<file path="src/hdl/tap_regs.svh">
/*
 * Offsets, field positions, reset values and opcodes of the test access
 * port and its debug hooks. Assumes inclusion by bare name.
 */
`ifndef TAP_REGS_SVH
`define TAP_REGS_SVH

// Register port offsets
`define MCU_CTRL_OFS 2'h0
`define DBG_MSG_OFS 2'h1
`define TAP_STATUS_OFS 2'h2

// Field positions and reset values
`define PORT_DISABLE_POS 7
`define MSG_DIRTY_POS 7
`define MCU_CTRL_RESET 8'h00
`define MSG_RESET 8'h00

// Instruction register
`define IR_WIDTH 4
`define IR_CAPTURE 4'h1
`define IR_RESET 4'h1
`define OP_DEBUG_A 4'h8
`define OP_DEBUG_B 4'h9
`define OP_DEBUG_C 4'ha
`define OP_DEBUG_D 4'hb

// Data register lengths
`define LEN_BYPASS 5'h01
`define LEN_ACCESS 5'h01
`define LEN_MSG 5'h08
`define LEN_CPU 5'h10
`define LEN_BREAK 5'h06

// Break control data register fields
`define BRK_CFG_LSB 0
`define BRK_FLOW_POS 3
`define BRK_STEP_POS 4
`define BRK_CFG_RESET 3'h0

// Consecutive high TMS edges that force reset
`define TLR_ONES 3'h5

`endif

</file>
<file path="src/hdl/tap_pkg.sv">
/*
 * Types shared by the test access port modules.
 * Assumes nothing beyond a SystemVerilog compiler.
 */
package tap_pkg;

    typedef enum logic [3:0] {
        TLR, RTI, SEL_DR, CAP_DR, SHIFT_DR, EXIT1_DR, PAUSE_DR, EXIT2_DR, UPD_DR,
        SEL_IR, CAP_IR, SHIFT_IR, EXIT1_IR, PAUSE_IR, EXIT2_IR, UPD_IR
    } tap_state_t;

    // Break point resource layouts
    typedef enum logic [2:0] {
        BP_4PROG, BP_3PROG_1DATA, BP_2PROG_2DATA, BP_2PROG_RANGE_PROG, BP_2PROG_RANGE_DATA
    } bp_cfg_t;

endpackage : tap_pkg

</file>
<file path="src/hdl/tap_step_if.sv">
/*
 * Carries test clock edge events and the controller state between the
 * port logic and its state machine. Assumes one shared system clock.
 */
`timescale 1ns/10ps
interface tap_step_if;
    logic rise;
    logic tms;
    logic hold_rst;
    tap_pkg::tap_state_t state;

    modport ctrl (input rise, input tms, input hold_rst, output state);
    modport user (output rise, output tms, output hold_rst, input state);
endinterface : tap_step_if

</file>
<file path="src/hdl/tap_debug_port.sv">
/*
 * Four-wire test access port with debug hooks: instruction and data
 * registers, private debug data registers, fuse and lock gating, and the
 * CPU-to-debugger message register. Assumes test pins asynchronous to
 * clk_i and sampled here; fuses, lock bits and the register port are
 * synchronous to clk_i. Test clock must be well below half of clk_i.
 */
// The address map and the strobed register port were chosen for this implementation.
// Functional notes
// - Sixteen-state controller stepped by TMS on TCK rise
// - Power-on reset puts controller in reset state
// - Every shift register moves LSB first
// - Instruction capture value one shifted out
// - Instruction output changes only in Update-IR, or to the reset value in the reset state
// - Data shift outputs values captured at Capture-DR
// - Latched data outputs change only in Update-DR; access and break flow/step flags also clear without debug enable
// - Five high TMS edges force reset state
// - Opcodes 0x8 to 0xB are debug instructions
// - Debugger acts through injected CPU instructions
// - Break on flow change and single step
// - Four break resources in five layouts
// - Debug needs fuse, disabled by either lock bit
// - Port needs fuse and cleared disable bit
// - CPU message write sets dirty flag
// - Message read gives dirty flag in MSB
// - Message access only with fuse and debugger enable
// - No separate test reset pin
// - Unprogrammed port fuse holds reset, frees pins
`timescale 1ns/10ps
`include "tap_regs.svh"
module tap_debug_port #(
    parameter int SR_W = 16,
    parameter int CPU_W = 16
) (
    input wire logic clk_i,
    input wire logic resetn_i,
    input wire logic tck_i,
    input wire logic tms_i,
    input wire logic tdi_i,
    output logic tdo_o,
    output logic tdo_oe_o,
    input wire logic port_enable_fuse_i,
    input wire logic debug_enable_fuse_i,
    input wire logic lock_bit_one_i,
    input wire logic lock_bit_two_i,
    input wire logic [1:0] addr_i,
    input wire logic [7:0] wdata_i,
    input wire logic wr_i,
    input wire logic rd_i,
    output logic [7:0] rdata_o,
    output logic pins_to_gpio_o,
    output logic debug_active_o,
    output logic [3:0] instr_o,
    output logic [2:0] bp_config_o,
    output logic break_flow_o,
    output logic break_step_o,
    output logic [CPU_W-1:0] cpu_instr_o,
    output logic cpu_instr_valid_o
);
    if (SR_W < 16 || CPU_W != 16) begin : g_bad_params
        $error("tap_debug_port: SR_W must be at least 16 and CPU_W 16");
    end

    tap_step_if step ();

    tap_fsm u_fsm (
        .clk_i(clk_i),
        .resetn_i(resetn_i),
        .step(step)
    );

    // Pin synchronisers: tck, tms, tdi
    logic [2:0] sync1_r;
    logic [2:0] sync2_r;
    logic tck_d_r;
    logic [7:0] mcu_ctrl_r;
    logic [7:0] msg_r;
    logic [7:0] shared_io_r;
    logic dirty_r;
    logic access_en_r;
    logic [`IR_WIDTH-1:0] ir_sr_r;
    logic [SR_W-1:0] sr_r;
    logic [7:0] rdata_r;
    logic tdo_r;
    logic tdo_oe_r;
    logic gpio_r;
    logic dbg_r;
    logic [3:0] instr_r;
    logic [2:0] bp_cfg_r;
    logic brk_flow_r;
    logic brk_step_r;
    logic [CPU_W-1:0] cpu_instr_r;
    logic cpu_valid_r;

    always_ff @(posedge clk_i or negedge resetn_i) begin
        if (!resetn_i) begin
            sync1_r <= 3'h0;
            sync2_r <= 3'h0;
            tck_d_r <= 1'b0;
        end else begin
            sync1_r <= {tck_i, tms_i, tdi_i};
            sync2_r <= sync1_r;
            tck_d_r <= sync2_r[2];
        end
    end

    // Edge events and gating; no test reset pin exists
    wire tck_s = sync2_r[2];
    wire tms_s = sync2_r[1];
    wire tdi_s = sync2_r[0];
    wire port_en = port_enable_fuse_i && !mcu_ctrl_r[`PORT_DISABLE_POS];
    wire rise = port_en && tck_s && !tck_d_r;
    wire fall = port_en && !tck_s && tck_d_r;
    wire debug_en = port_en && debug_enable_fuse_i && !lock_bit_one_i && !lock_bit_two_i;

    assign step.rise = rise;
    assign step.tms = tms_s;
    assign step.hold_rst = !port_en;

    tap_pkg::tap_state_t st;
    assign st = step.state;

    // Private instruction decode, bypass otherwise
    wire sel_a = debug_en && instr_r == `OP_DEBUG_A;
    wire sel_b = debug_en && instr_r == `OP_DEBUG_B;
    wire sel_c = debug_en && instr_r == `OP_DEBUG_C;
    wire sel_d = debug_en && instr_r == `OP_DEBUG_D;
    wire [4:0] dr_len = sel_a ? `LEN_ACCESS : sel_b ? `LEN_MSG : sel_c ? `LEN_CPU :
                        sel_d ? `LEN_BREAK : `LEN_BYPASS;

    // Captured parallel values per data register
    wire [SR_W-1:0] cap_msg = SR_W'({dirty_r, msg_r[6:0]});
    wire [SR_W-1:0] cap_brk = SR_W'({brk_step_r, brk_flow_r, bp_cfg_r});
    wire [SR_W-1:0] dr_capture = sel_a ? SR_W'(access_en_r) : sel_b ? cap_msg :
                                 sel_c ? SR_W'(cpu_instr_r) : sel_d ? cap_brk : '0;

    // LSB leaves first, TDI enters at the register's top bit
    wire [SR_W-1:0] top_bit = SR_W'(1) << (dr_len - 5'h1);
    wire [SR_W-1:0] sr_shift = (sr_r >> 1) | (tdi_s ? top_bit : '0);
    wire [`IR_WIDTH-1:0] ir_shift = {tdi_s, ir_sr_r[`IR_WIDTH-1:1]};

    wire cap_ir_ev = rise && st == tap_pkg::CAP_IR;
    wire cap_dr_ev = rise && st == tap_pkg::CAP_DR;
    wire upd_ir_ev = fall && st == tap_pkg::UPD_IR;
    wire upd_dr_ev = fall && st == tap_pkg::UPD_DR;
    wire shifting = st == tap_pkg::SHIFT_IR || st == tap_pkg::SHIFT_DR;

    wire [2:0] brk_cfg_new = sr_r[`BRK_CFG_LSB +: 3];
    wire brk_cfg_ok = brk_cfg_new <= 3'(tap_pkg::BP_2PROG_RANGE_DATA);

    // Register port decode; message location shared with plain storage
    wire msg_route = debug_enable_fuse_i && access_en_r;
    wire wr_ctrl = wr_i && addr_i == `MCU_CTRL_OFS;
    wire wr_msg = wr_i && addr_i == `DBG_MSG_OFS && msg_route;
    wire wr_plain = wr_i && addr_i == `DBG_MSG_OFS && !msg_route;
    wire [7:0] msg_view = {dirty_r, msg_r[6:0]};
    wire [7:0] status_view = {dbg_r, !gpio_r, dirty_r, access_en_r, instr_r};
    wire [7:0] rd_mux = addr_i == `MCU_CTRL_OFS ? mcu_ctrl_r :
                        addr_i == `DBG_MSG_OFS ? (msg_route ? msg_view : shared_io_r) :
                        addr_i == `TAP_STATUS_OFS ? status_view : 8'h00;

    always_ff @(posedge clk_i or negedge resetn_i) begin
        if (!resetn_i) begin
            mcu_ctrl_r <= `MCU_CTRL_RESET;
            msg_r <= `MSG_RESET;
            shared_io_r <= 8'h00;
            rdata_r <= 8'h00;
        end else begin
            mcu_ctrl_r <= wr_ctrl ? wdata_i : mcu_ctrl_r;
            msg_r <= wr_msg ? wdata_i : msg_r;
            shared_io_r <= wr_plain ? wdata_i : shared_io_r;
            rdata_r <= rd_i ? rd_mux : 8'h00;
        end
    end

    // Dirty flag: CPU write wins over debugger clear
    always_ff @(posedge clk_i or negedge resetn_i) begin
        if (!resetn_i) begin
            dirty_r <= 1'b0;
        end else if (wr_msg) begin
            dirty_r <= 1'b1;
        end else if (upd_dr_ev && sel_b) begin
            dirty_r <= 1'b0;
        end
    end

    // Instruction path
    always_ff @(posedge clk_i or negedge resetn_i) begin
        if (!resetn_i) begin
            ir_sr_r <= `IR_CAPTURE;
            instr_r <= `IR_RESET;
        end else if (st == tap_pkg::TLR) begin
            instr_r <= `IR_RESET;
        end else if (cap_ir_ev) begin
            ir_sr_r <= `IR_CAPTURE;
        end else if (rise && st == tap_pkg::SHIFT_IR) begin
            ir_sr_r <= ir_shift;
        end else if (upd_ir_ev) begin
            instr_r <= ir_sr_r;
        end
    end

    // Data path
    always_ff @(posedge clk_i or negedge resetn_i) begin
        if (!resetn_i) begin
            sr_r <= '0;
        end else if (cap_dr_ev) begin
            sr_r <= dr_capture;
        end else if (rise && st == tap_pkg::SHIFT_DR) begin
            sr_r <= sr_shift;
        end
    end

    // Latched data outputs, loaded in Update-DR; access and break flow/step flags cleared without debug enable
    always_ff @(posedge clk_i or negedge resetn_i) begin
        if (!resetn_i) begin
            access_en_r <= 1'b0;
            bp_cfg_r <= `BRK_CFG_RESET;
            brk_flow_r <= 1'b0;
            brk_step_r <= 1'b0;
            cpu_instr_r <= '0;
            cpu_valid_r <= 1'b0;
        end else begin
            cpu_valid_r <= upd_dr_ev && sel_c;
            if (!debug_en) begin
                access_en_r <= 1'b0;
                brk_flow_r <= 1'b0;
                brk_step_r <= 1'b0;
            end else if (upd_dr_ev && sel_a) begin
                access_en_r <= sr_r[0];
            end else if (upd_dr_ev && sel_d) begin
                bp_cfg_r <= brk_cfg_ok ? brk_cfg_new : bp_cfg_r;
                brk_flow_r <= sr_r[`BRK_FLOW_POS];
                brk_step_r <= sr_r[`BRK_STEP_POS];
            end
            if (upd_dr_ev && sel_c) begin
                cpu_instr_r <= sr_r[CPU_W-1:0];
            end
        end
    end

    // Serial output on the falling test clock
    always_ff @(posedge clk_i or negedge resetn_i) begin
        if (!resetn_i) begin
            tdo_r <= 1'b0;
            tdo_oe_r <= 1'b0;
            gpio_r <= 1'b1;
            dbg_r <= 1'b0;
        end else begin
            gpio_r <= !port_en;
            dbg_r <= debug_en;
            if (!port_en) begin
                tdo_oe_r <= 1'b0;
            end else if (fall) begin
                tdo_r <= st == tap_pkg::SHIFT_IR ? ir_sr_r[0] : sr_r[0];
                tdo_oe_r <= shifting;
            end
        end
    end

    assign tdo_o = tdo_r;
    assign tdo_oe_o = tdo_oe_r;
    assign rdata_o = rdata_r;
    assign pins_to_gpio_o = gpio_r;
    assign debug_active_o = dbg_r;
    assign instr_o = instr_r;
    assign bp_config_o = bp_cfg_r;
    assign break_flow_o = brk_flow_r;
    assign break_step_o = brk_step_r;
    assign cpu_instr_o = cpu_instr_r;
    assign cpu_instr_valid_o = cpu_valid_r;

    tdo_float_a: assert property (@(posedge clk_i) disable iff (!resetn_i)
        (fall && !shifting) |=> !tdo_oe_o)
        else $error("TDO driven outside a shift state");

    ir_capture_a: assert property (@(posedge clk_i) disable iff (!resetn_i)
        cap_ir_ev |=> ir_sr_r == `IR_CAPTURE)
        else $error("instruction capture value not one");

    ir_update_a: assert property (@(posedge clk_i) disable iff (!resetn_i)
        $changed(instr_o) |-> $past(upd_ir_ev) || $past(st == tap_pkg::TLR))
        else $error("instruction changed outside Update-IR");

    dr_update_a: assert property (@(posedge clk_i) disable iff (!resetn_i)
        $changed(cpu_instr_o) |-> $past(upd_dr_ev && sel_c))
        else $error("CPU instruction changed outside Update-DR");

    dirty_set_a: assert property (@(posedge clk_i) disable iff (!resetn_i)
        wr_msg |=> dirty_r)
        else $error("message write did not set dirty flag");

    msg_read_a: assert property (@(posedge clk_i) disable iff (!resetn_i)
        (rd_i && addr_i == `DBG_MSG_OFS && msg_route) |=> rdata_o == $past(msg_view))
        else $error("message read lacks dirty flag in MSB");

    lock_gate_a: assert property (@(posedge clk_i) disable iff (!resetn_i)
        (lock_bit_one_i || lock_bit_two_i) |=> !debug_active_o)
        else $error("debug active with a lock bit set");

    port_gate_a: assert property (@(posedge clk_i) disable iff (!resetn_i)
        !port_en |=> pins_to_gpio_o && !tdo_oe_o ##0 st == tap_pkg::TLR)
        else $error("disabled port not held in reset");

    cpu_pulse_a: assert property (@(posedge clk_i) disable iff (!resetn_i)
        (upd_dr_ev && sel_c) |=> cpu_instr_valid_o ##1 !cpu_instr_valid_o)
        else $error("debug instruction C update gave no single pulse");

    shift_ir_c: cover property (@(posedge clk_i) disable iff (!resetn_i)
        rise && st == tap_pkg::SHIFT_IR && tms_s);
    cpu_inject_c: cover property (@(posedge clk_i) disable iff (!resetn_i)
        cpu_valid_r);
    dirty_clear_c: cover property (@(posedge clk_i) disable iff (!resetn_i)
        dirty_r ##1 !dirty_r);

endmodule : tap_debug_port

</file>
<file path="src/hdl/tap_fsm.sv">
/*
 * Sixteen-state test access port controller, stepped on each detected
 * rising test clock edge. Assumes edge events and TMS already synchronised.
 */
`timescale 1ns/10ps
`include "tap_regs.svh"
module tap_fsm (
    input wire logic clk_i,
    input wire logic resetn_i,
    tap_step_if.ctrl step
);
    tap_pkg::tap_state_t state_r;
    tap_pkg::tap_state_t state_nxt;
    logic [2:0] ones_r;

    assign step.state = state_r;

    always_comb begin
        state_nxt = state_r;
        unique case (state_r)
            tap_pkg::TLR: state_nxt = step.tms ? tap_pkg::TLR : tap_pkg::RTI;
            tap_pkg::RTI: state_nxt = step.tms ? tap_pkg::SEL_DR : tap_pkg::RTI;
            tap_pkg::SEL_DR: state_nxt = step.tms ? tap_pkg::SEL_IR : tap_pkg::CAP_DR;
            tap_pkg::CAP_DR: state_nxt = step.tms ? tap_pkg::EXIT1_DR : tap_pkg::SHIFT_DR;
            tap_pkg::SHIFT_DR: state_nxt = step.tms ? tap_pkg::EXIT1_DR : tap_pkg::SHIFT_DR;
            tap_pkg::EXIT1_DR: state_nxt = step.tms ? tap_pkg::UPD_DR : tap_pkg::PAUSE_DR;
            tap_pkg::PAUSE_DR: state_nxt = step.tms ? tap_pkg::EXIT2_DR : tap_pkg::PAUSE_DR;
            tap_pkg::EXIT2_DR: state_nxt = step.tms ? tap_pkg::UPD_DR : tap_pkg::SHIFT_DR;
            tap_pkg::UPD_DR: state_nxt = step.tms ? tap_pkg::SEL_DR : tap_pkg::RTI;
            tap_pkg::SEL_IR: state_nxt = step.tms ? tap_pkg::TLR : tap_pkg::CAP_IR;
            tap_pkg::CAP_IR: state_nxt = step.tms ? tap_pkg::EXIT1_IR : tap_pkg::SHIFT_IR;
            tap_pkg::SHIFT_IR: state_nxt = step.tms ? tap_pkg::EXIT1_IR : tap_pkg::SHIFT_IR;
            tap_pkg::EXIT1_IR: state_nxt = step.tms ? tap_pkg::UPD_IR : tap_pkg::PAUSE_IR;
            tap_pkg::PAUSE_IR: state_nxt = step.tms ? tap_pkg::EXIT2_IR : tap_pkg::PAUSE_IR;
            tap_pkg::EXIT2_IR: state_nxt = step.tms ? tap_pkg::UPD_IR : tap_pkg::SHIFT_IR;
            tap_pkg::UPD_IR: state_nxt = step.tms ? tap_pkg::SEL_DR : tap_pkg::RTI;
        endcase
    end

    always_ff @(posedge clk_i or negedge resetn_i) begin
        if (!resetn_i) begin
            state_r <= tap_pkg::TLR;
        end else if (step.hold_rst) begin
            state_r <= tap_pkg::TLR;
        end else if (step.rise) begin
            state_r <= state_nxt;
        end
    end

    // Run of high TMS edges, saturating
    always_ff @(posedge clk_i or negedge resetn_i) begin
        if (!resetn_i) begin
            ones_r <= 3'h0;
        end else if (step.rise) begin
            ones_r <= !step.tms ? 3'h0 : (ones_r == `TLR_ONES ? ones_r : ones_r + 3'h1);
        end
    end

    tlr_five_ones_a: assert property (@(posedge clk_i) disable iff (!resetn_i)
        ones_r == `TLR_ONES |-> state_r == tap_pkg::TLR)
        else $error("five high TMS edges did not reach reset state");

    rti_exit_a: assert property (@(posedge clk_i) disable iff (!resetn_i)
        (step.rise && !step.hold_rst && state_r == tap_pkg::TLR && !step.tms)
        |=> state_r == tap_pkg::RTI)
        else $error("low TMS in reset state did not reach idle");

endmodule : tap_fsm

</file>
<file path="config.mk">
export PLATFORM = sky130hd
export DESIGN_NAME = tap_debug_port
export DESIGN_NICKNAME = d
export VERILOG_FILES = /design/src/hdl/tap_pkg.sv /design/src/hdl/tap_step_if.sv /design/src/hdl/tap_debug_port.sv /design/src/hdl/tap_fsm.sv
export VERILOG_INCLUDE_DIRS = /design/src /design/src/hdl
export SDC_FILE = /design/constraint.sdc
export NUM_CORES = 1
export LEC_CHECK = 0
export BUFFER_PORTS_ARGS = -buffer_cell sky130_fd_sc_hd__buf_2
export CAP_MARGIN = 20
export CORE_ASPECT_RATIO = 0.6
export CORE_UTILIZATION = 55
export DETAILED_ROUTE_END_ITERATION = 10
export PLACE_DENSITY = 0.76
export REMOVE_ABC_BUFFERS = 1
export SYNTH_ARGS = -nofsm -noshare
export SYNTH_HDL_FRONTEND = slang
export SYNTH_HIERARCHICAL = 1
export SYNTH_SLANG_ARGS = --single-unit
</file>
<file path="constraint.sdc">
create_clock -name clk_i -period 2.65 [get_ports clk_i]
set_input_delay 0.3975 -clock clk_i [delete_from_list [all_inputs] [get_ports clk_i]]
set_output_delay 0.3975 -clock clk_i [all_outputs]
set_load 0.005 [all_outputs]
</file>
* After elaboration in Yosys (flattened, before gate mapping) *
Index checks and enable logic that the tools add are counted.
Widths: inputs -> output; s select.

word-level totals
  bits in registers = 94
  input port bits = 21
  output and inout port bits = 38
  logic and storage cells = 156

operators by class
  add/subtract/negate cells = 1
  $lt $le $gt $ge = 1
  equality and inequality tests = 28
  shift-type cells = 1
  mux-type cells = 50
  bitwise operators = 3
  reduce and logical (&&, ||, !) cells = 50

operator list
  cell                  number
  $mux 16               6
  $eq 4x4->1 const B    12
  $mux 4                12
  $pmux 4 s12           1
  $mux 8                5
  $logic_and 1x1->1     27
  $mux 5                4
  $eq 4x3->1 const B    4
  $mux 1                16
  $or 15x16->16         1
  $shl 1x5->16 const A  1
  $ne 2x1->1 const B    5
  $mux 3                3
  $eq 4x2->1 const B    2
  $logic_not 1->1       8
  $reduce_bool 2->1     4
  $mux 2                3
  $reduce_and 2->1      3
  $sub 5x1->5 const B   1
  $eq 4x1->1 const B    1
  $logic_not 4->1       1
  $ne 2x2->1 const B    2
  $reduce_and 4->1      1
  $reduce_or 2->1       2
  8 further kinds       9

* Logic depth before layout (Yosys ltp) *
Gate-level depths: netlist (run 1).

  depth in word-level cells = 16
  gate-level depth with buffers = 10
  mapped depth without buffers = 10

* By module *
The synthesis (run 1) kept the hierarchy.

modules (own cells, without submodules)
  module          instances  cells an instance  area an instance (sq um)  sequential area each (sq um)
  tap_debug_port  1          372                4,264.1                   2,255.9
  tap_fsm         1          46                 390.4                     100.1

* Worst setup path before layout (run 1) *
Ideal clock, no wire load.

  path type = input port to flip-flop
  from = input port lock_bit_one_i
  to = register sr_r[5]
  arrival = 2.002 ns
  slack = 0.522 ns
  stages on the path = 7
  buffers on the path = 0
  cells stage by stage = or3b_1 -> nor3_2 -> o21a_1 -> ha_1 -> nand2_1 -> nor2_1 -> o311a_1

on the way
  word-level cells in the longest chain between the ends = 14
  elaborated cells on any way between the ends = 20
  those cells by class = add/sub (1); shift (1); mux (10); bitwise (1); reduce/logical (7)

ends and longest elaborated chain
  what                               line                   RTL
  start: declaration                 tap_debug_port.sv:44   input wire logic lock_bit_one_i,
  $logic_not 1->1 *                  tap_debug_port.sv:114  wire debug_en = port_en && debug_enable_fuse_i && !lock_bit_one_i && !lock_bit_two_i;
  $logic_and 1x1->1 * (2 in series)  tap_debug_port.sv:114
  $logic_and 1x1->1 (no line)        --
  $mux 3 (no line)                   --
  $mux 5 (no line) (3 in series)     --
  $sub 5x1->5                        tap_debug_port.sv:138  wire [SR_W-1:0] top_bit = SR_W'(1) << (dr_len - 5'h1);
  $shl 1x5->16                       tap_debug_port.sv:138
  $mux 16                            tap_debug_port.sv:139  wire [SR_W-1:0] sr_shift = (sr_r >> 1) | (tdi_s ? top_bit : '0);
  $or 15x16->16                      tap_debug_port.sv:139
  $mux 16                            tap_debug_port.sv:209  end else if (rise && st == tap_pkg::SHIFT_DR) begin
  $mux 16 *                          tap_debug_port.sv:207  end else if (cap_dr_ev) begin
  end signal: assignment             tap_debug_port.sv:208  sr_r <= dr_capture;
  end signal: assignment             tap_debug_port.sv:210  sr_r <= sr_shift;
  end: declaration                   tap_debug_port.sv:82   logic [SR_W-1:0] sr_r;

Every way passes the cells marked *; elsewhere a longest branch is shown, timed or not. The select of a mux whose other input is x is not followed.
A chain may end at the register's enable or synchronous reset.

* Worst setup path in the final report (run 1) *
  from = register instr_r[0] (netlist: instr_o[0])
  to = register sr_r[5]

on the way
  word-level cells in the longest chain between the ends = 12
  elaborated cells on any way between the ends = 21
  those cells by class = add/sub (1); eq/ne (4); shift (1); mux (10); bitwise (1); reduce/logical (4)

ends and longest elaborated chain
  what                            line                   RTL
  start: declaration              tap_debug_port.sv:88   logic [3:0] instr_r;
  start signal: assignment        tap_debug_port.sv:191  instr_r <= `IR_RESET;
  start signal: assignment        tap_debug_port.sv:193  instr_r <= `IR_RESET;
  start signal: assignment        tap_debug_port.sv:199  instr_r <= ir_sr_r;
  $eq 4x4->1 (no line)            --
  $logic_and 1x1->1 (no line)     --
  $mux 3 (no line)                --
  $mux 5 (no line) (3 in series)  --
  $sub 5x1->5                     tap_debug_port.sv:138
  $shl 1x5->16                    tap_debug_port.sv:138
  $mux 16                         tap_debug_port.sv:139
  $or 15x16->16                   tap_debug_port.sv:139
  $mux 16                         tap_debug_port.sv:209
  $mux 16 *                       tap_debug_port.sv:207

Marked as above.

==> results of run 1 <==
[metrics by stage]
stage	utilization	hold WS [ns]	area, um2	power (W)	worst slack (ns)
after detailed placement	0.631	0.337	5070	0.00184	0.354
after CTS	0.668	0.0596	5370	0.00314	0.536
after global placement	0.631	0.335	5070	0.00182	0.416
after floorplan	-	0.102	4530	0.00171	0.269
after global routing	0.668	0.0841	5370	0.00323	0.368
final	0.668	0.0404	5370	0.00312	0.497
[layout make-up]
cell class                 count  area, um2  share of cell area
sequential                    94       2360               0.439
multi-input combinational    278       2080               0.387
timing repair buffer          72        410              0.0764
clock buffer                  12        256              0.0477
tap                          108        135              0.0252
inverter                      24       90.1              0.0168
clock inverter                 3       43.8             0.00815
[routing by layer]
metal,part of all wire,vias up,track usage
li1,-,1647,-
met1,0.49,1856,0.442
met2,0.42,166,0.394
met3,0.077,14,0.0621
met4,0.010,0,0.0727
met5,0,-,0
[worst reg2reg max path, cell delays in order (launching register included)]
cell	delay (ns)
sky130_fd_sc_hd__dfstp_2	0.70
sky130_fd_sc_hd__nor2b_1	0.44
sky130_fd_sc_hd__nand2_1	0.16
sky130_fd_sc_hd__ha_1	0.35
sky130_fd_sc_hd__nand2_1	0.08
sky130_fd_sc_hd__nor2_1	0.04
sky130_fd_sc_hd__o311a_1	0.27
[cells in the final DEF (no fill, tap or decap), types with 10 or more instances in the layout]
cell                      instances
sky130_fd_sc_hd__buf_2           57
sky130_fd_sc_hd__dfrtp_1         91
sky130_fd_sc_hd__nand2_1         30
sky130_fd_sc_hd__o21ai_0         11
sky130_fd_sc_hd__a21oi_1         12
sky130_fd_sc_hd__buf_4           14
sky130_fd_sc_hd__nor2_1          32
sky130_fd_sc_hd__inv_1           23
sky130_fd_sc_hd__nand3_1         15
sky130_fd_sc_hd__mux2i_1         10
sky130_fd_sc_hd__mux2_2          29
[registers in the layout (all words and copies together) (netlist names), 3 cells and up]
register,cells
ir_sr_r,4
mcu_ctrl_r,8
sync2_r,3
msg_r,7
cpu_instr_o,16
u_fsm/step.state,4
instr_o,4
shared_io_r,8
sync1_r,3
bp_config_o,3
sr_r,16
rdata_o,8
[power by group through the flow]
stage | clock network [W] | registers (W) | logic, W
2_1_floorplan | 0 | 0.00158 | 0.000131
5_1_grt | 0.00138 | 0.00158 | 0.000275
6_report | 0.00131 | 0.00157 | 0.000247
4_1_cts | 0.00132 | 0.00157 | 0.000247
3_5_place_dp | 0 | 0.00159 | 0.000245
3_3_place_gp | 0 | 0.00159 | 0.000236
[kinds of logic after synthesis]
kind of cell	count (synthesis)	synth area share
mux	49	0.126
xor+xnor	1	0.00188
flops	94	0.506
simple gates	130	0.159
fa+ha+maj	2	0.00538
buf+inv	46	0.0468
compound gates	96	0.155
[Yosys cell counts, types with 5 or more instances]
cell	number	area, um2
sky130_fd_sc_hd__a21boi_0	7	52.6
sky130_fd_sc_hd__a21oi_1	12	60.1
sky130_fd_sc_hd__a22oi_1	6	45.0
sky130_fd_sc_hd__a311o_1	7	70.1
sky130_fd_sc_hd__a311oi_1	5	43.8
sky130_fd_sc_hd__a31oi_1	7	43.8
sky130_fd_sc_hd__buf_2	6	30.0
sky130_fd_sc_hd__clkbuf_1	7	26.3
sky130_fd_sc_hd__dfrtp_1	91	2280
sky130_fd_sc_hd__inv_1	23	86.3
sky130_fd_sc_hd__mux2_2	29	327
sky130_fd_sc_hd__mux2_4	9	135
sky130_fd_sc_hd__mux2i_1	10	100
sky130_fd_sc_hd__nand2_1	30	113
sky130_fd_sc_hd__nand2b_1	6	37.5
sky130_fd_sc_hd__nand3_1	15	75.1
sky130_fd_sc_hd__nand4_1	5	31.3
sky130_fd_sc_hd__nor2_1	32	120
sky130_fd_sc_hd__nor2b_1	9	56.3
sky130_fd_sc_hd__o21ai_0	11	55.1
sky130_fd_sc_hd__o2bb2ai_1	5	43.8
[worst paths after layout]
kind                                  from         end  slack, ns  cells after the start
worst max-delay path            instr_o[0]     sr_r[5]       0.50                      6
worst min-delay path              resetn_i  rdata_o[3]       0.04                      1
worst max register to register  instr_o[0]     sr_r[5]       0.50                      6
worst min register to register  sync1_r[1]  sync2_r[1]       0.35                      0
max in group asynchronous         resetn_i    sr_r[10]       1.94                      2
min in group clk_i                   tdi_i  sync1_r[0]       0.16                      1
==> Flow_metrics.wiki, run 1 <==
{| class="wikitable"
! Metric !! Value
|-
| Diode count || 0
|-
| Clock sink total || 94
|-
| Maximum number of pins on one net before global-route repair || 53
|-
| Root Driver || sky130_fd_sc_hd__clkbuf_16
|-
| Cells after Synth || 418
|-
| Power dissipated by switching net loads || 0.000718 W
|-
| Average footprint of a synthesized cell || 11.1 um2
|-
| Actual slew at the worst max-slew pin || 0.731 ns
|-
| Number of nets with antenna violations after detailed routing || 0
|-
| Buffers on Ports || 58
|-
| Area overhead of the layout relative to synthesis || 15.4%
|-
| Effective utilization at floorplan || 0.579
|-
| Wire length of the first global-routing pass || 18600 um
|-
| Post-Place Cells || 576
|-
| Clock transition time at the flip-flop clock pins of the worst setup and hold paths || 0.06 ns
|-
| Logic gate share of total power || 0.079
|-
| Number of enable flip-flop cells after synthesis || 0
|-
| Type of the worst setup path || flop to flop
|-
| Kind of path behind the tightest hold check || input port to asynchronous set/reset pin
|-
| Worst clock skew on the final layout || 0.00710 ns
|-
| Cell variety after synth || 72
|-
| Final hold violations || 0
|-
| FILL cells || 619
|-
| Vias in the first global route || 3438
|-
| Kind of cell adding the most delay to the critical path || simple AND/OR/NAND/NOR gates
|-
| Share of flip-flops with an asynchronous set or reset || 1.00
|-
| Internal || 0.00241 W
|-
| Master of the slowest instance on the critical path || sky130_fd_sc_hd__dfstp_2
|-
| Largest fanout of any net on the critical path || 11
|-
| Clock group share of total power || 0.419
|-
| Floorplan die width || 121 um
|-
| Routed len/inst || 19.4 um
|-
| Net total in the final layout || 502
|-
| Seq cells post-synth || 94
|-
| Maximum level of the CTS H-tree || 3
|-
| Maximum clock rate || 0.464 GHz
|-
| Most prevalent standard cell on the critical path || sky130_fd_sc_hd__nand2_1
|-
| Cells along the critical path || nor2b_1, nand2_1, ha_1, nand2_1, nor2_1, o311a_1
|-
| Final setup violation count || 0
|-
| Total congestion overflow after global routing || 0
|-
| Buffers and inverters on the worst path || 0
|-
| Portion of the clock cycle consumed by the worst path in the final layout || 0.813
|-
| Final setup TNS || 0 ns
|-
| Routability congestion estimate from global placement || 0.874
|-
| Share of layout cells above drive strength 1 || 0.308
|-
| Worst stage delay on the critical path || 0.70 ns
|-
| Synthesis Warnings || 6
|-
| Sw Ratio || 0.230
|-
| Global router's overall resource usage || 0.282
|-
| RSZ-0062 raised after global routing || false
|-
| # Post-CTS Setup Buffers || 0
|-
| Die Footprint || 0.00885 mm2
|-
| Kind of start point of the critical path || flop
|-
| Die outline height || 73.3 um
|-
| CTS tree || done
|-
| Vias post-DR || 3683
|-
| Skew-Pair Late Insertion Delay || 0.35 ns
|-
| Max-Slew Margin vs Limit || 0.511
|-
| Hold-fix buffer count after cts || 0
|-
| Post-synth design cell area || 0.00465 mm2
|-
| Shortest clock period the worst path allows after layout || 2.15 ns
|-
| Crit path arrival time || 2.39 ns
|-
| Critical path endpoint category || flop
|-
| Most used DFF post-synth || sky130_fd_sc_hd__dfrtp_1
|-
| IR Drop Worst-Case VDD || 0.357 mV
|-
| Sequential element share of the synthesized area || 0.506
|-
| DRC violation count after routing || 0
|-
| # rows || 25
|-
| Detailed Route WL || 11500 um
|-
| Violation count after the first detailed-route iteration || 368
|-
| Number of max-slew violations in the final report || 0
|-
| Clk buf depth || 2
|-
| Total CTS buffers || 9
|-
| Result of the run || complete, no violations
|-
| MaxCap Viol Count || 0
|-
| Cell area power density || 581 mW/mm2
|-
| Area of the placeable core || 0.00804 mm2
|-
| Worst path required time || 2.88 ns
|-
| Static leakage || 2.50 nW
|-
| Antenna violations before repair || 0
|-
| First-pass detailed-route iteration total || 5
|-
| HPWL after detailed placement || 8150 um
|-
| Via count normalized by instance count || 6.23
|-
| I/O pin count || 59
|-
| Sequential group share of total power || 0.502
|-
| Cts repair resizes || 0
|-
| Number of standard cells in the final layout excluding fillers || 591
|}
Note: power is estimated with default switching activity, not from simulation.
==> run 2: changes to the inputs <==
==> constraint.sdc (replaced) <==
create_clock -name clk_i -period 2.2 [get_ports clk_i]
set_input_delay 0.33 -clock clk_i [delete_from_list [all_inputs] [get_ports clk_i]]
set_output_delay 0.33 -clock clk_i [all_outputs]
set_load 0.005 [all_outputs]
==> Flow_metrics.wiki, run 2 (synthesis gave the netlist of run 1 again) <==
{| class="wikitable"
! Metric !! Value
|-
| Result of the run || complete, no violations
|-
| Share of layout cells above drive strength 1 || 0.327 (+0.0189)
|-
| FF-to-FF setup slack || 0.08 ns (-0.41 ns)
|-
| Final setup violation count || 0 (unchanged)
|-
| CTS tree || done
|-
| I/O pin count || 59 (unchanged)
|-
| Root Driver || sky130_fd_sc_hd__clkbuf_16
|-
| Maximum level of the CTS H-tree || 3 (unchanged)
|-
| Via count normalized by instance count || 6.11 (-2.0%)
|-
| Worst path required time || 2.46 ns (-0.42 ns)
|-
| DRC violation count after routing || 0 (unchanged)
|-
| Power, Total || 0.00373 W (+19%)
|-
| Vias in the first global route || 3463 (+0.73%)
|-
| Detailed Route WL || 11600 um (+0.93%)
|-
| Total congestion overflow after global routing || 0 (unchanged)
|-
| Floorplan die width || 121 um (unchanged)
|-
| Kind of start point of the critical path || flop
|-
| Die Footprint || 0.00885 mm2 (unchanged)
|-
| Number of standard cells in the final layout excluding fillers || 609 (+3.0%)
|-
| Net total in the final layout || 519 (+3.4%)
|-
| Clk buf depth || 2 (unchanged)
|-
| Commonest non-fill, non-tap cells in the layout || sky130_fd_sc_hd__dfrtp_1 (91), sky130_fd_sc_hd__buf_2 (57), sky130_fd_sc_hd__nor2_1 (32)
|-
| Hold Worst Slack || 0.0960 ns (+0.0556 ns)
|-
| # Post-CTS Setup Buffers || 0 (unchanged)
|-
| Wire length of the first global-routing pass || 18700 um (+0.34%)
|-
| Number of max-slew violations in the final report || 0 (unchanged)
|-
| Total CTS buffers || 9 (unchanged)
|-
| MaxCap Viol Count || 0 (unchanged)
|-
| # rows || 25 (unchanged)
|-
| IR Drop Worst-Case VDD || 0.443 mV (+24%)
|-
| Effective utilization at floorplan || 0.579 (unchanged)
|-
| Area overhead of the layout relative to synthesis || 18.5%
|-
| Area of the placeable core || 0.00804 mm2 (unchanged)
|-
| Violation count after the first detailed-route iteration || 304 (-17%)
|-
| Diode count || 0 (unchanged)
|-
| Routability congestion estimate from global placement || 0.842 (-3.6%)
|-
| Sequential cell area || 0.00236 mm2 (unchanged)
|-
| Final setup TNS || 0 ns (unchanged)
|-
| Crit path arrival time || 2.37 ns (-0.02 ns)
|-
| FILL cells || 618 (-0.16%)
|-
| RSZ-0062 raised after global routing || false
|-
| Global router's overall resource usage || 0.284 (+0.00125)
|-
| Shortest clock period the worst path allows after layout || 2.12 ns (-0.0350 ns)
|-
| Master of the slowest instance on the critical path || sky130_fd_sc_hd__or4_4
|-
| Skew-Pair Late Insertion Delay || 0.34 ns (about the same)
|-
| Clock sink total || 94 (unchanged)
|-
| Final hold violations || 0 (unchanged)
|-
| Max-Slew Margin vs Limit || 0.606 (+0.0951)
|-
| Die outline height || 73.3 um (unchanged)
|-
| Kind of path behind the tightest hold check || input port to flop
|-
| HPWL after detailed placement || 8440 um (+3.5%)
|-
| Post-Place Cells || 592 (+2.8%)
|-
| Cells along the critical path || and2b_1, inv_1, buf_4, or4_4, nor4_1, a2bb2oi_1
|-
| First-pass detailed-route iteration total || 5 (unchanged)
|-
| Portion of the clock cycle consumed by the worst path in the final layout || 0.963 (+0.150)
|-
| Type of the worst setup path || flop to flop
|-
| Largest fanout of any net on the critical path || 6 (-5)
|-
| Cell area power density || 676 mW/mm2 (+16%)
|-
| Routed len/inst || 19.0 um (-2.0%)
|-
| Static leakage || 2.59 nW (+3.9%)
|-
| Buffers on Ports || 58 (unchanged)
|-
| Worst stage delay on the critical path || 0.54 ns (-0.16 ns)
|-
| Antenna violations before repair || 0 (unchanged)
|-
| Maximum number of pins on one net before global-route repair || 42 (-21%)
|-
| Critical path endpoint category || flop
|-
| Vias post-DR || 3720 (+1.0%)
|-
| Clock transition time at the flip-flop clock pins of the worst setup and hold paths || 0.07 ns (about the same)
|-
| Commonest non-fill, non-tap cell in the layout || sky130_fd_sc_hd__dfrtp_1
|-
| Maximum clock rate || 0.472 GHz (+1.7%)
|-
| Actual slew at the worst max-slew pin || 0.591 ns (-0.139 ns)
|-
| Number of nets with antenna violations after detailed routing || 0 (unchanged)
|-
| Multi-input gate area in the final layout || 0.00209 mm2 (+0.30%)
|-
| Worst clock skew on the final layout || 0.0103 ns (+0.00319 ns)
|}
## run 2: cell count changes in the layout (fill, tap and decap cells not counted), sizes merged
cell         delta
buf            +16
dlygate4sd3     +1
clkbuf          +1
## run 2: final timing paths
kind                               start        endpoint  cells after the start
max                        mcu_ctrl_r[7]  bp_config_o[2]                      6
min                                tms_i      sync1_r[1]                      1
max reg2reg                mcu_ctrl_r[7]  bp_config_o[2]                      6
min reg2reg                   sync1_r[1]      sync2_r[1]                      0
max in group asynchronous       resetn_i  cpu_instr_o[4]                      3
min in group asynchronous       resetn_i   mcu_ctrl_r[7]                      2
## run 2: metrics by stage
| stage | setup slack [ns] | cell area [um2] | utilization |
|---|---|---|---|
| floorplan | -0.181 | 4530 | - |
| global placement | 0.0854 | 5200 | 0.647 |
| detailed placement | 0.0258 | 5200 | 0.647 |
| CTS | 0.136 | 5510 | 0.685 |
| global route | 0.00136 | 5520 | 0.686 |
| finish | 0.0819 | 5520 | 0.686 |
## run 2: area by class of cell
type	instances	area share
Multi-Input combinational cell	278	0.378
Timing Repair Buffer	89	0.100
Inverter	24	0.0163
Clock buffer	13	0.0454
Clock inverter	3	0.00794
Tap cell	108	0.0245
Sequential cell	94	0.427
## run 2: power by group
group,switching [W],internal [W],total [W]
Clock,0.000617,0.000913,0.00153
Sequential,0.0000614,0.00182,0.00188
Combinational,0.000165,0.000148,0.000313
Total,0.000844,0.00289,0.00373
## run 2: worst max-delay path: cells and delay by family (launching register included)
family / cells / cell delay [ns]
AOI/OAI and AO/OA: 1 / 0.20
buffers and inverters: 2 / 0.28
DFF: 1 / 0.43
and+or+nand+nor: 3 / 1.13
## run 2: per-layer routing
layer,up-vias,global-route usage,wire [um]
met1,1857,0.443,5580
met4,0,0.0604,77
met3,7,0.0738,1110
met5,-,0,0
met2,174,0.395,4800
li1,1682,-,-
## run 2: repair_timing
action | CTS | global route
hold endpoints to repair | 28 | 0
setup endpoints to repair | 0 | 1
hold buffers | 1 | 0
gates resized for setup | 0 | 1
